===== config.mk =====
export PLATFORM = sky130hd
export DESIGN_NAME = wake_event_logic
export DESIGN_NICKNAME = d
export VERILOG_FILES = /design/src/wake_pkg.sv /design/src/wake_event_logic.sv
export SDC_FILE = /design/constraint.sdc
export NUM_CORES = 1
export LEC_CHECK = 0
export BUFFER_PORTS_ARGS = -buffer_cell sky130_fd_sc_hd__buf_2
export CAP_MARGIN = 20
export CORE_ASPECT_RATIO = 0.8
export CORE_MARGIN = 5
export CORE_UTILIZATION = 45
export CTS_CLUSTER_SIZE = 16
export DETAILED_ROUTE_END_ITERATION = 8
export PLACE_DENSITY = 0.65
export SYNTH_ARGS = -nofsm -noshare
export SYNTH_HDL_FRONTEND = slang
export SYNTH_SLANG_ARGS = --single-unit

===== constraint.sdc =====
create_clock -name CLK_I -period 3.5 [get_ports CLK_I]
set_clock_uncertainty 0.05 [all_clocks]
set_input_delay 0.35 -clock CLK_I [delete_from_list [all_inputs] [get_ports CLK_I]]
set_output_delay 0.35 -clock CLK_I [all_outputs]
set_load 0.005 [all_outputs]

===== src/wake_pkg.sv =====
// Constants and types shared by the suspend wake event logic.
package wake_pkg;

    localparam int ADDR_W = 8;
    localparam int PIN_N = 11;
    localparam int LOW_PIN_N = 8;
    localparam int FRAME_SRC_N = 5;

    // Register byte addresses.
    localparam logic [ADDR_W-1:0] PWR_CTL_ADDR = 8'h00;
    localparam logic [ADDR_W-1:0] FRAME_WAKE_ADDR = 8'h04;
    localparam logic [ADDR_W-1:0] PIN_WAKE_ADDR = 8'h08;
    localparam logic [ADDR_W-1:0] PIN_CFG_ADDR = 8'h0C;
    localparam logic [ADDR_W-1:0] LED_PIN_CFG_ADDR = 8'h10;
    localparam logic [ADDR_W-1:0] IRQ_STATUS_ADDR = 8'h14;

    // Power management control field positions.
    localparam int PWR_MODE_LSB = 0;
    localparam int PWR_FRAME_EN_BIT = 2;
    localparam int PWR_ENERGY_DETECT_WAKE_EN_BIT = 3;
    localparam int PWR_STATUS_LSB = 4;
    localparam int PWR_SUSPENDED_BIT = 6;
    localparam int PWR_EXT_PHY_BIT = 7;

    // Frame wake control field positions.
    localparam int FW_EN_LSB = 0;
    localparam int FW_SEEN_LSB = 8;

    // Pin wake field positions.
    localparam int PW_POL_LSB = 16;
    localparam int PW_LINK_SEL_BIT = 31;

    // LED pin configuration field positions.
    localparam int LED_FUNC_LSB = 0;
    localparam int LED_DIR_LSB = 8;

    // Suspend mode codes.
    localparam logic [1:0] MODE_A = 2'h0;
    localparam logic [1:0] MODE_B = 2'h1;
    localparam logic [1:0] MODE_C = 2'h2;
    localparam logic [1:0] MODE_D = 2'h3;
    localparam logic [1:0] MODE_DEFAULT = MODE_C;

    localparam logic [1:0] FUNC_GPIO = 2'h0;
    localparam logic [7:0] PIN_EN_N_RESET = 8'hFF;

    localparam logic [1:0] RESP_OKAY = 2'h0;
    localparam logic [1:0] RESP_SLVERR = 2'h2;

    typedef enum logic [1:0] {
        ST_NORMAL = 2'b01,
        ST_SUSPEND = 2'b10
    } dev_state_t;

endpackage

===== src/wake_event_logic.sv =====
// Suspend wake event detection and remote wake generation with AXI4-Lite registers.
// How it works
// - Pins 0 to 7 wake only with the internal PHY, never in external mode.
// - Pins 8 to 10 wake in both internal and external PHY modes.
// - Five frame enables gate their events into one composite frame wake signal.
// - Internal wake from frame enable plus composite, or energy enable plus PHY interrupt.
// - Status bit 1 marks frame wake, status bit 0 marks energy detect.
// - Separate seen bits record pattern, magic, perfect DA and broadcast frames.
// - Frame wake reaches remote wake only in suspend code 00b.
// - Energy detect reaches remote wake only in suspend code 01b.
// - A configured internal wake event asserts the remote wake output.
// - With all frame enables clear, good frames set status bit 1 regardless.
// - Good frame wake reaches remote wake only in suspend code 11b.
// - Any configured pin 0 to 10 wakes in every suspend state.
// - Pins 0 to 7 have an active low wake enable bit each.
// - Pins 8 to 10 qualify when function is 00b and direction is input.
// - Each pin has a wake enable bit and a polarity bit.
// - Link select drives pin 7 wake from link up in codes 00b or 11b.
// - A pin wake returns to normal, pulses remote wake and sets its flag.
// - Status bit 1 refuses clearing while the MAC wake event persists.
// - Status bit 0 refuses clearing while the PHY interrupt persists.
// - In energy detect power down the PHY neither sends nor receives data.
// - Suspend codes 00b to 11b; 10b is default, host or pin wake only.
`timescale 1ns/1ps
`default_nettype none

module wake_event_logic
    import wake_pkg::*;
(
    input wire logic CLK_I,
    input wire logic RST_B_I,
    input wire logic AWVALID_I,
    output logic AWREADY_O,
    input wire logic [ADDR_W-1:0] AWADDR_I,
    input wire logic [2:0] AWPROT_I,
    input wire logic WVALID_I,
    output logic WREADY_O,
    input wire logic [31:0] WDATA_I,
    input wire logic [3:0] WSTRB_I,
    output logic BVALID_O,
    input wire logic BREADY_I,
    output logic [1:0] BRESP_O,
    input wire logic ARVALID_I,
    output logic ARREADY_O,
    input wire logic [ADDR_W-1:0] ARADDR_I,
    input wire logic [2:0] ARPROT_I,
    output logic RVALID_O,
    input wire logic RREADY_I,
    output logic [31:0] RDATA_O,
    output logic [1:0] RRESP_O,
    input wire logic [PIN_N-1:0] PIN_I,
    input wire logic EXT_PHY_MODE_I,
    input wire logic UNICAST_EV_I,
    input wire logic MAGIC_EV_I,
    input wire logic PATTERN_EV_I,
    input wire logic PERFECT_DA_EV_I,
    input wire logic BROADCAST_EV_I,
    input wire logic GOOD_FRAME_I,
    input wire logic PHY_IRQ_I,
    input wire logic LINK_UP_I,
    input wire logic USB_SUSPEND_I,
    input wire logic USB_RESUME_I,
    output logic REMOTE_WAKE_O,
    output logic SUSPENDED_O,
    output logic PHY_QUIET_O
);

    typedef struct packed {
        logic awready;
        logic wready;
        logic aw_held;
        logic [ADDR_W-1:0] aw_addr;
        logic w_held;
        logic [31:0] wdata;
        logic [3:0] wstrb;
        logic bvalid;
        logic [1:0] bresp;
        logic arready;
        logic rvalid;
        logic [1:0] rresp;
        logic [31:0] rdata;
        logic [PIN_N-1:0] pin_s1;
        logic [PIN_N-1:0] pin_s2;
        logic [PIN_N-1:0] pin_s3;
        logic [PIN_N-1:0] pin_lvl;
        logic ext_s1;
        logic ext_s2;
        logic ext_s3;
        logic ext_phy;
        logic [1:0] mode;
        logic frame_wake_en;
        logic energy_detect_wake_en;
        logic [1:0] wake_status_bits;
        logic [FRAME_SRC_N-1:0] frame_src_en;
        logic [3:0] frame_seen;
        logic [PIN_N-1:0] pin_wake_enable;
        logic [PIN_N-1:0] pin_wake_polarity;
        logic link_up_wake_select;
        logic [LOW_PIN_N-1:0] pin_wake_en_n;
        logic [5:0] pin_function_sel;
        logic [2:0] pin_direction;
        logic [PIN_N-1:0] pin_irq_flag;
        dev_state_t state;
        logic remote_wake;
        logic phy_quiet;
    } state_t;

    state_t st_reg;
    state_t st_next;

    logic [PIN_N-1:0] pin_en;
    logic [PIN_N-1:0] pin_act;
    logic [FRAME_SRC_N-1:0] frame_ev;
    logic composite;
    logic all_frame_off;
    logic mac_wake_evt;
    logic frame_req;
    logic good_req;
    logic ed_req;
    logic pin_req;
    logic wake_req;
    logic link_mode;

    assign frame_ev = {BROADCAST_EV_I, PERFECT_DA_EV_I, PATTERN_EV_I, MAGIC_EV_I, UNICAST_EV_I};
    assign link_mode = (st_reg.mode == MODE_A) || (st_reg.mode == MODE_D);

    genvar gi;
    generate
        for (gi = 0; gi < PIN_N; gi++) begin : g_pin
            logic lvl;
            if (gi == 7) begin : g_link
                assign lvl = (st_reg.link_up_wake_select && link_mode) ? LINK_UP_I
                                                                        : st_reg.pin_lvl[gi];
                assign pin_act[gi] = (st_reg.link_up_wake_select && link_mode) ? lvl
                    : (st_reg.pin_wake_polarity[gi] ? lvl : !lvl);
            end else begin : g_plain
                assign lvl = st_reg.pin_lvl[gi];
                assign pin_act[gi] = st_reg.pin_wake_polarity[gi] ? lvl : !lvl;
            end
            if (gi < LOW_PIN_N) begin : g_low
                assign pin_en[gi] = !st_reg.ext_phy && !st_reg.pin_wake_en_n[gi]
                                    && st_reg.pin_wake_enable[gi];
            end else begin : g_high
                assign pin_en[gi] = (st_reg.pin_function_sel[2*(gi-LOW_PIN_N) +: 2] == FUNC_GPIO)
                                    && !st_reg.pin_direction[gi-LOW_PIN_N]
                                    && st_reg.pin_wake_enable[gi];
            end
        end
    endgenerate

    assign composite = |(st_reg.frame_src_en & frame_ev);
    assign all_frame_off = (st_reg.frame_src_en == '0);
    // Good frame with all enables clear.
    assign mac_wake_evt = composite || (all_frame_off && GOOD_FRAME_I);

    assign frame_req = (st_reg.mode == MODE_A) && st_reg.frame_wake_en
                       && !all_frame_off && st_reg.wake_status_bits[1];
    assign good_req = (st_reg.mode == MODE_D) && all_frame_off && st_reg.wake_status_bits[1];
    assign ed_req = (st_reg.mode == MODE_B) && st_reg.energy_detect_wake_en
                    && st_reg.wake_status_bits[0];
    assign pin_req = |(st_reg.pin_irq_flag & pin_en);
    assign wake_req = frame_req || good_req || ed_req || pin_req;

    always_comb begin
        logic aw_take;
        logic w_take;
        logic [ADDR_W-1:0] wa;
        logic [31:0] wd;
        logic [31:0] wm;
        logic [31:0] w1c;
        logic [31:0] nv;
        logic wr_do;
        logic wr_hit;
        logic rd_hit;
        aw_take = 1'b0;
        w_take = 1'b0;
        wa = '0;
        wd = '0;
        wm = '0;
        w1c = '0;
        nv = '0;
        wr_do = 1'b0;
        wr_hit = 1'b0;
        rd_hit = 1'b0;
        st_next = st_reg;

        // Pins cross in from outside; a change counts once stages two and three agree.
        st_next.pin_s1 = PIN_I;
        st_next.pin_s2 = st_reg.pin_s1;
        st_next.pin_s3 = st_reg.pin_s2;
        for (int i = 0; i < PIN_N; i++) begin
            if (st_reg.pin_s2[i] == st_reg.pin_s3[i]) begin
                st_next.pin_lvl[i] = st_reg.pin_s2[i];
            end
        end
        st_next.ext_s1 = EXT_PHY_MODE_I;
        st_next.ext_s2 = st_reg.ext_s1;
        st_next.ext_s3 = st_reg.ext_s2;
        if (st_reg.ext_s2 == st_reg.ext_s3) begin
            st_next.ext_phy = st_reg.ext_s2;
        end

        // Write channel: address and data are taken in either order.
        aw_take = AWVALID_I && st_reg.awready;
        w_take = WVALID_I && st_reg.wready;
        if (aw_take) begin
            st_next.aw_held = 1'b1;
            st_next.aw_addr = AWADDR_I;
        end
        if (w_take) begin
            st_next.w_held = 1'b1;
            st_next.wdata = WDATA_I;
            st_next.wstrb = WSTRB_I;
        end
        if (st_reg.bvalid && BREADY_I) begin
            st_next.bvalid = 1'b0;
        end
        wr_do = st_next.aw_held && st_next.w_held && !st_reg.bvalid;
        wa = st_next.aw_addr;
        wd = st_next.wdata;
        for (int b = 0; b < 4; b++) begin
            wm[8*b +: 8] = {8{st_next.wstrb[b]}};
        end
        w1c = wd & wm;
        nv = wd;

        // Event flags: a set in the same cycle as a clear always wins.
        // Frame source seen bits.
        if (wr_do && (wa == FRAME_WAKE_ADDR)) begin
            st_next.frame_seen = st_reg.frame_seen & ~w1c[FW_SEEN_LSB +: 4];
        end
        st_next.frame_seen = st_next.frame_seen | (st_reg.frame_src_en[4:1] & frame_ev[4:1]);

        if (wr_do && (wa == PWR_CTL_ADDR)) begin
            st_next.wake_status_bits = st_reg.wake_status_bits & ~w1c[PWR_STATUS_LSB +: 2];
        end
        // Hold bit 1 while MAC event persists.
        if (mac_wake_evt) begin
            st_next.wake_status_bits[1] = 1'b1;
        end
        // Hold bit 0 while PHY interrupt persists.
        if (PHY_IRQ_I) begin
            st_next.wake_status_bits[0] = 1'b1;
        end

        if (wr_do && (wa == IRQ_STATUS_ADDR)) begin
            st_next.pin_irq_flag = st_reg.pin_irq_flag & ~w1c[PIN_N-1:0];
        end
        st_next.pin_irq_flag = st_next.pin_irq_flag | (pin_en & pin_act);

        if (wr_do) begin
            st_next.aw_held = 1'b0;
            st_next.w_held = 1'b0;
            st_next.bvalid = 1'b1;
            wr_hit = 1'b1;
            case (wa)
                PWR_CTL_ADDR: begin
                    if (wm[0]) begin
                        st_next.mode = nv[PWR_MODE_LSB +: 2];
                        st_next.frame_wake_en = nv[PWR_FRAME_EN_BIT];
                        st_next.energy_detect_wake_en = nv[PWR_ENERGY_DETECT_WAKE_EN_BIT];
                    end
                end
                FRAME_WAKE_ADDR: begin
                    if (wm[0]) begin
                        st_next.frame_src_en = nv[FW_EN_LSB +: FRAME_SRC_N];
                    end
                end
                PIN_WAKE_ADDR: begin
                    st_next.pin_wake_enable = (nv[PIN_N-1:0] & wm[PIN_N-1:0])
                                              | (st_reg.pin_wake_enable & ~wm[PIN_N-1:0]);
                    st_next.pin_wake_polarity =
                        (nv[PW_POL_LSB +: PIN_N] & wm[PW_POL_LSB +: PIN_N])
                        | (st_reg.pin_wake_polarity & ~wm[PW_POL_LSB +: PIN_N]);
                    if (wm[PW_LINK_SEL_BIT]) begin
                        st_next.link_up_wake_select = nv[PW_LINK_SEL_BIT];
                    end
                end
                PIN_CFG_ADDR: begin
                    if (wm[0]) begin
                        st_next.pin_wake_en_n = nv[LOW_PIN_N-1:0];
                    end
                end
                LED_PIN_CFG_ADDR: begin
                    if (wm[0]) begin
                        st_next.pin_function_sel = nv[LED_FUNC_LSB +: 6];
                    end
                    if (wm[LED_DIR_LSB]) begin
                        st_next.pin_direction = nv[LED_DIR_LSB +: 3];
                    end
                end
                IRQ_STATUS_ADDR: begin
                    wr_hit = 1'b1;
                end
                default: begin
                    wr_hit = 1'b0;
                end
            endcase
            st_next.bresp = wr_hit ? RESP_OKAY : RESP_SLVERR;
        end
        st_next.awready = !st_next.aw_held && !st_next.bvalid;
        st_next.wready = !st_next.w_held && !st_next.bvalid;

        // Read channel: answer one cycle after the address is taken.
        if (st_reg.rvalid && RREADY_I) begin
            st_next.rvalid = 1'b0;
        end
        if (ARVALID_I && st_reg.arready) begin
            st_next.rvalid = 1'b1;
            st_next.rdata = '0;
            rd_hit = 1'b1;
            case (ARADDR_I)
                PWR_CTL_ADDR: begin
                    st_next.rdata[PWR_MODE_LSB +: 2] = st_reg.mode;
                    st_next.rdata[PWR_FRAME_EN_BIT] = st_reg.frame_wake_en;
                    st_next.rdata[PWR_ENERGY_DETECT_WAKE_EN_BIT] = st_reg.energy_detect_wake_en;
                    st_next.rdata[PWR_STATUS_LSB +: 2] = st_reg.wake_status_bits;
                    st_next.rdata[PWR_SUSPENDED_BIT] = (st_reg.state == ST_SUSPEND);
                    st_next.rdata[PWR_EXT_PHY_BIT] = st_reg.ext_phy;
                end
                FRAME_WAKE_ADDR: begin
                    st_next.rdata[FW_EN_LSB +: FRAME_SRC_N] = st_reg.frame_src_en;
                    st_next.rdata[FW_SEEN_LSB +: 4] = st_reg.frame_seen;
                end
                PIN_WAKE_ADDR: begin
                    st_next.rdata[PIN_N-1:0] = st_reg.pin_wake_enable;
                    st_next.rdata[PW_POL_LSB +: PIN_N] = st_reg.pin_wake_polarity;
                    st_next.rdata[PW_LINK_SEL_BIT] = st_reg.link_up_wake_select;
                end
                PIN_CFG_ADDR: begin
                    st_next.rdata[LOW_PIN_N-1:0] = st_reg.pin_wake_en_n;
                end
                LED_PIN_CFG_ADDR: begin
                    st_next.rdata[LED_FUNC_LSB +: 6] = st_reg.pin_function_sel;
                    st_next.rdata[LED_DIR_LSB +: 3] = st_reg.pin_direction;
                end
                IRQ_STATUS_ADDR: begin
                    st_next.rdata[PIN_N-1:0] = st_reg.pin_irq_flag;
                end
                default: begin
                    rd_hit = 1'b0;
                end
            endcase
            st_next.rresp = rd_hit ? RESP_OKAY : RESP_SLVERR;
        end
        st_next.arready = !st_next.rvalid;

        // Suspend sequencing; a pending request wakes at once, so status must be clear first.
        st_next.remote_wake = 1'b0;
        case (st_reg.state)
            ST_NORMAL: begin
                if (USB_SUSPEND_I) begin
                    st_next.state = ST_SUSPEND;
                end
            end
            ST_SUSPEND: begin
                if (USB_RESUME_I) begin
                    st_next.state = ST_NORMAL;
                end else if (wake_req) begin
                    st_next.state = ST_NORMAL;
                    st_next.remote_wake = 1'b1;
                end
            end
            default: begin
                st_next.state = ST_NORMAL;
            end
        endcase
        // PHY kept quiet in energy detect suspend.
        st_next.phy_quiet = (st_next.state == ST_SUSPEND) && (st_reg.mode == MODE_B)
                            && st_reg.energy_detect_wake_en;
    end

    always_ff @(posedge CLK_I) begin
        if (!RST_B_I) begin
            st_reg <= '0;
            st_reg.mode <= MODE_DEFAULT;
            st_reg.pin_wake_en_n <= PIN_EN_N_RESET;
            st_reg.state <= ST_NORMAL;
            st_reg.awready <= 1'b1;
            st_reg.wready <= 1'b1;
            st_reg.arready <= 1'b1;
        end else begin
            st_reg <= st_next;
        end
    end

    assign AWREADY_O = st_reg.awready;
    assign WREADY_O = st_reg.wready;
    assign BVALID_O = st_reg.bvalid;
    assign BRESP_O = st_reg.bresp;
    assign ARREADY_O = st_reg.arready;
    assign RVALID_O = st_reg.rvalid;
    assign RDATA_O = st_reg.rdata;
    assign RRESP_O = st_reg.rresp;
    assign REMOTE_WAKE_O = st_reg.remote_wake;
    assign SUSPENDED_O = (st_reg.state == ST_SUSPEND);
    assign PHY_QUIET_O = st_reg.phy_quiet;
endmodule

`default_nettype wire


==> impl_metrics.yaml <==
clock_network:
  path_clk_slew_ns: 0.07
  cts_tree: "done"
  cts_made_buffers: 17
  clock_latency_ns: 0.44
  cts_root_buf: "clkbuf_16"
  h-tree-depth: 4
  clock-sinks: 187
  cts_hold_buf: 0
  cts-resized-gates: 0
  cts_buffer_depth: 2
  post_cts_buffers: 0
timing:
  maxSlewHeadroom: 0.298
  report.final.slew_viol_count: 0
  min_period_ns: 2.74
  rsz0062_at_grt: "no"
  worst_pin_slew_ns: 1.05
  fmax_mhz: 365
  hold_viol_final: 0
  fin_ws_ns: 0.762
  setup_viol: 0
  period_share: 0.782
  tns_ns: 0
  fin_hold_ws_ns: 0.0607
detailed_routing:
  drtIter0Drc: 624
  drt_wl_total_mm: 20.7
  ant_nets: 0
  vias_per_cell: 5.48
  dr.pass1.iters: 7
  drc: 0
  wire_per_inst_um: 17.9
  vias: 6336
global_routing:
  track_usage: 0.205
  overflow: 0
  grt_pass1_wl_mm: 32.6
  antenna_found_initial: 0
  grt_max_degree: 102
  grt_pass1_vias: 5946
floorplanning:
  die_w_um: 159
  num_rows: 43
  io_pins: 131
  die-height_um: 129
  core_um2: 17400
  die_area_um2: 20500
  initial_core_util: 0.458
logic_synthesis:
  synth_edf_count: 0
  ys_ff_latch: 187
  yosysUniqueCellTypes: 67
  synth_warnings: 0
  synth.yosys.seq_area_share: 0.471
  ys.flop_type: "dfxtp_1"
  syn_inst: 853
  synthMostInstantiatedCell: "dfxtp_1"
  synth_area_leaders: "dfxtp_1, mux2i_1, and2_1, a21oi_1, buf_4"
  avgSynthCellArea_um2: 9.33
  yosysTopAreaCell: "dfxtp_1"
  synth_commonest_cells: "dfxtp_1, nand2_1, nor2_1"
  synthArstFlopShare: 0
  synth_top_area_frac: 0.471
  syn-cell-area_um2: 7960
finish:
  postLayoutCoreUtil: 0.519
  syn_to_final_growth_pct: 13.4
  drive_gt1_frac: 0.202
  antenna_cells: 0
  fin_nets: 1010
setup_path:
  worst_r2r_endpoint: "st_reg[8]$_SDFF_PN0_"
  end_kind: "flip-flop"
  ff2ff_setup_slack_ns: 0.76
  slowest_stage: "o21ai_1"
  reg2reg_depth: 5
  crit_arrival_ns: 3.04
  reg2reg_from: "AWREADY_O$_SDFF_PN1_"
  worstPathMaxFanout: 12
  setup.worst_path.end: "st_reg[8]$_SDFF_PN0_"
  required_ns: 3.80
  worstSetupPathType: "flip-flop to flip-flop"
  cp-start-kind: "flip-flop"
  max_stage_delay_ns: 0.82
  path_cells: "and2_1 -> nor3b_1 -> o21ai_1 -> nor3_1 -> a311oi_1"
  worstSetupStartpoint: "AWREADY_O$_SDFF_PN1_"
power_and_ir_drop:
  powerDensity_nw_per_um2: 537
  irDropWorstVdd_v: 0.000290
  cellLeakagePower_nw: 3.61
  power_mw: 4.84
hold_path:
  hold_class: "input pin to flip-flop"
place:
  numPortBuffers: 106
  pre_cts_slack_ns: 0.720
  place_congestion: 0.842
  hpwl_mm: 14.8
status:
  run_status: "completed"
flow_run:
  timing.max_cap.violations: 0
## kinds of logic after synthesis
logic type | synth area share
simple gates | 0.199
other cells | 0.000471
flops | 0.471
fa+ha+maj | 0.00786
compound gates | 0.142
mux | 0.100
xor+xnor | 0.0132
buf+inv | 0.0661
## cell type report
class | instances | area [um^2]
flip-flops and latches | 187 | 3740
clock buffers | 19 | 433
well taps | 225 | 282
multi-input cells | 576 | 3720
inverters | 21 | 78.8
fillers | 1613 | 8360
clock inverters | 13 | 150
repair buffers | 115 | 611
## per-stage QoR
stage,cells,area (um^2)
2_1_floorplan,862,7990
3_3_place_gp,1124,8430
3_5_place_dp,1124,8430
4_1_cts,1156,9020
5_1_grt,1156,9020
6_report,1156,9020
## critical path: cells and delay by family, from the launching register on
kind | cells | cell delay [ns]
and+or+nand+nor | 3 | 0.89
DFF | 1 | 0.57
AOI/OAI and AO/OA | 2 | 1.15
## layout by cell type, fill, tap and decap left out, drive strengths merged, types with 22 or more instances in the layout
| master | instances |
|---|---|
| nand3 | 22 |
| nor2 | 66 |
| nor3 | 31 |
| a21oi | 56 |
| dfxtp | 187 |
| inv | 29 |
| mux2i | 49 |
| buf | 115 |
| nand2 | 67 |
| mux2 | 26 |
| and2 | 59 |
| o21ai | 50 |
## per-layer routing
metal | share of wire | track usage | vias to the layer above
li1 | - | - | 3105
met1 | 0.46 | 0.294 | 2976
met2 | 0.45 | 0.308 | 235
met3 | 0.083 | 0.0599 | 20
met4 | 0.0095 | 0.0466 | 0
met5 | 0 | 0 | -
## worst min-delay path by stage
| stage | startpoint | end | slack (ns) | cells past startpoint |
|---|---|---|---|---|
| final | PIN_I[7] | st_next[103]$_SDFF_PN0_ | 0.06 | 2 |
| after global routing | PIN_I[7] | st_next[103]$_SDFF_PN0_ | 0.05 | 2 |
| after CTS | PIN_I[7] | st_next[103]$_SDFF_PN0_ | 0.05 | 2 |
| after detailed placement | st_next[103]$_SDFF_PN0_ | st_next[92]$_SDFF_PN0_ | 0.37 | 1 |
| after global placement | st_next[100]$_SDFF_PN0_ | st_next[89]$_SDFF_PN0_ | 0.36 | 1 |
| after floorplan | st_next[72]$_SDFF_PN0_ | st_next[71]$_SDFF_PN0_ | 0.36 | 1 |
## report_power, final
group | leakage, nW | switching, mW | internal [mW]
clock | 0.285 | 0.911 | 1.02
combinational | 1.80 | 0.398 | 0.232
sequential | 1.52 | 0.0581 | 2.23
total | 3.61 | 1.37 | 3.48
(Power assumes the default switching activity.)
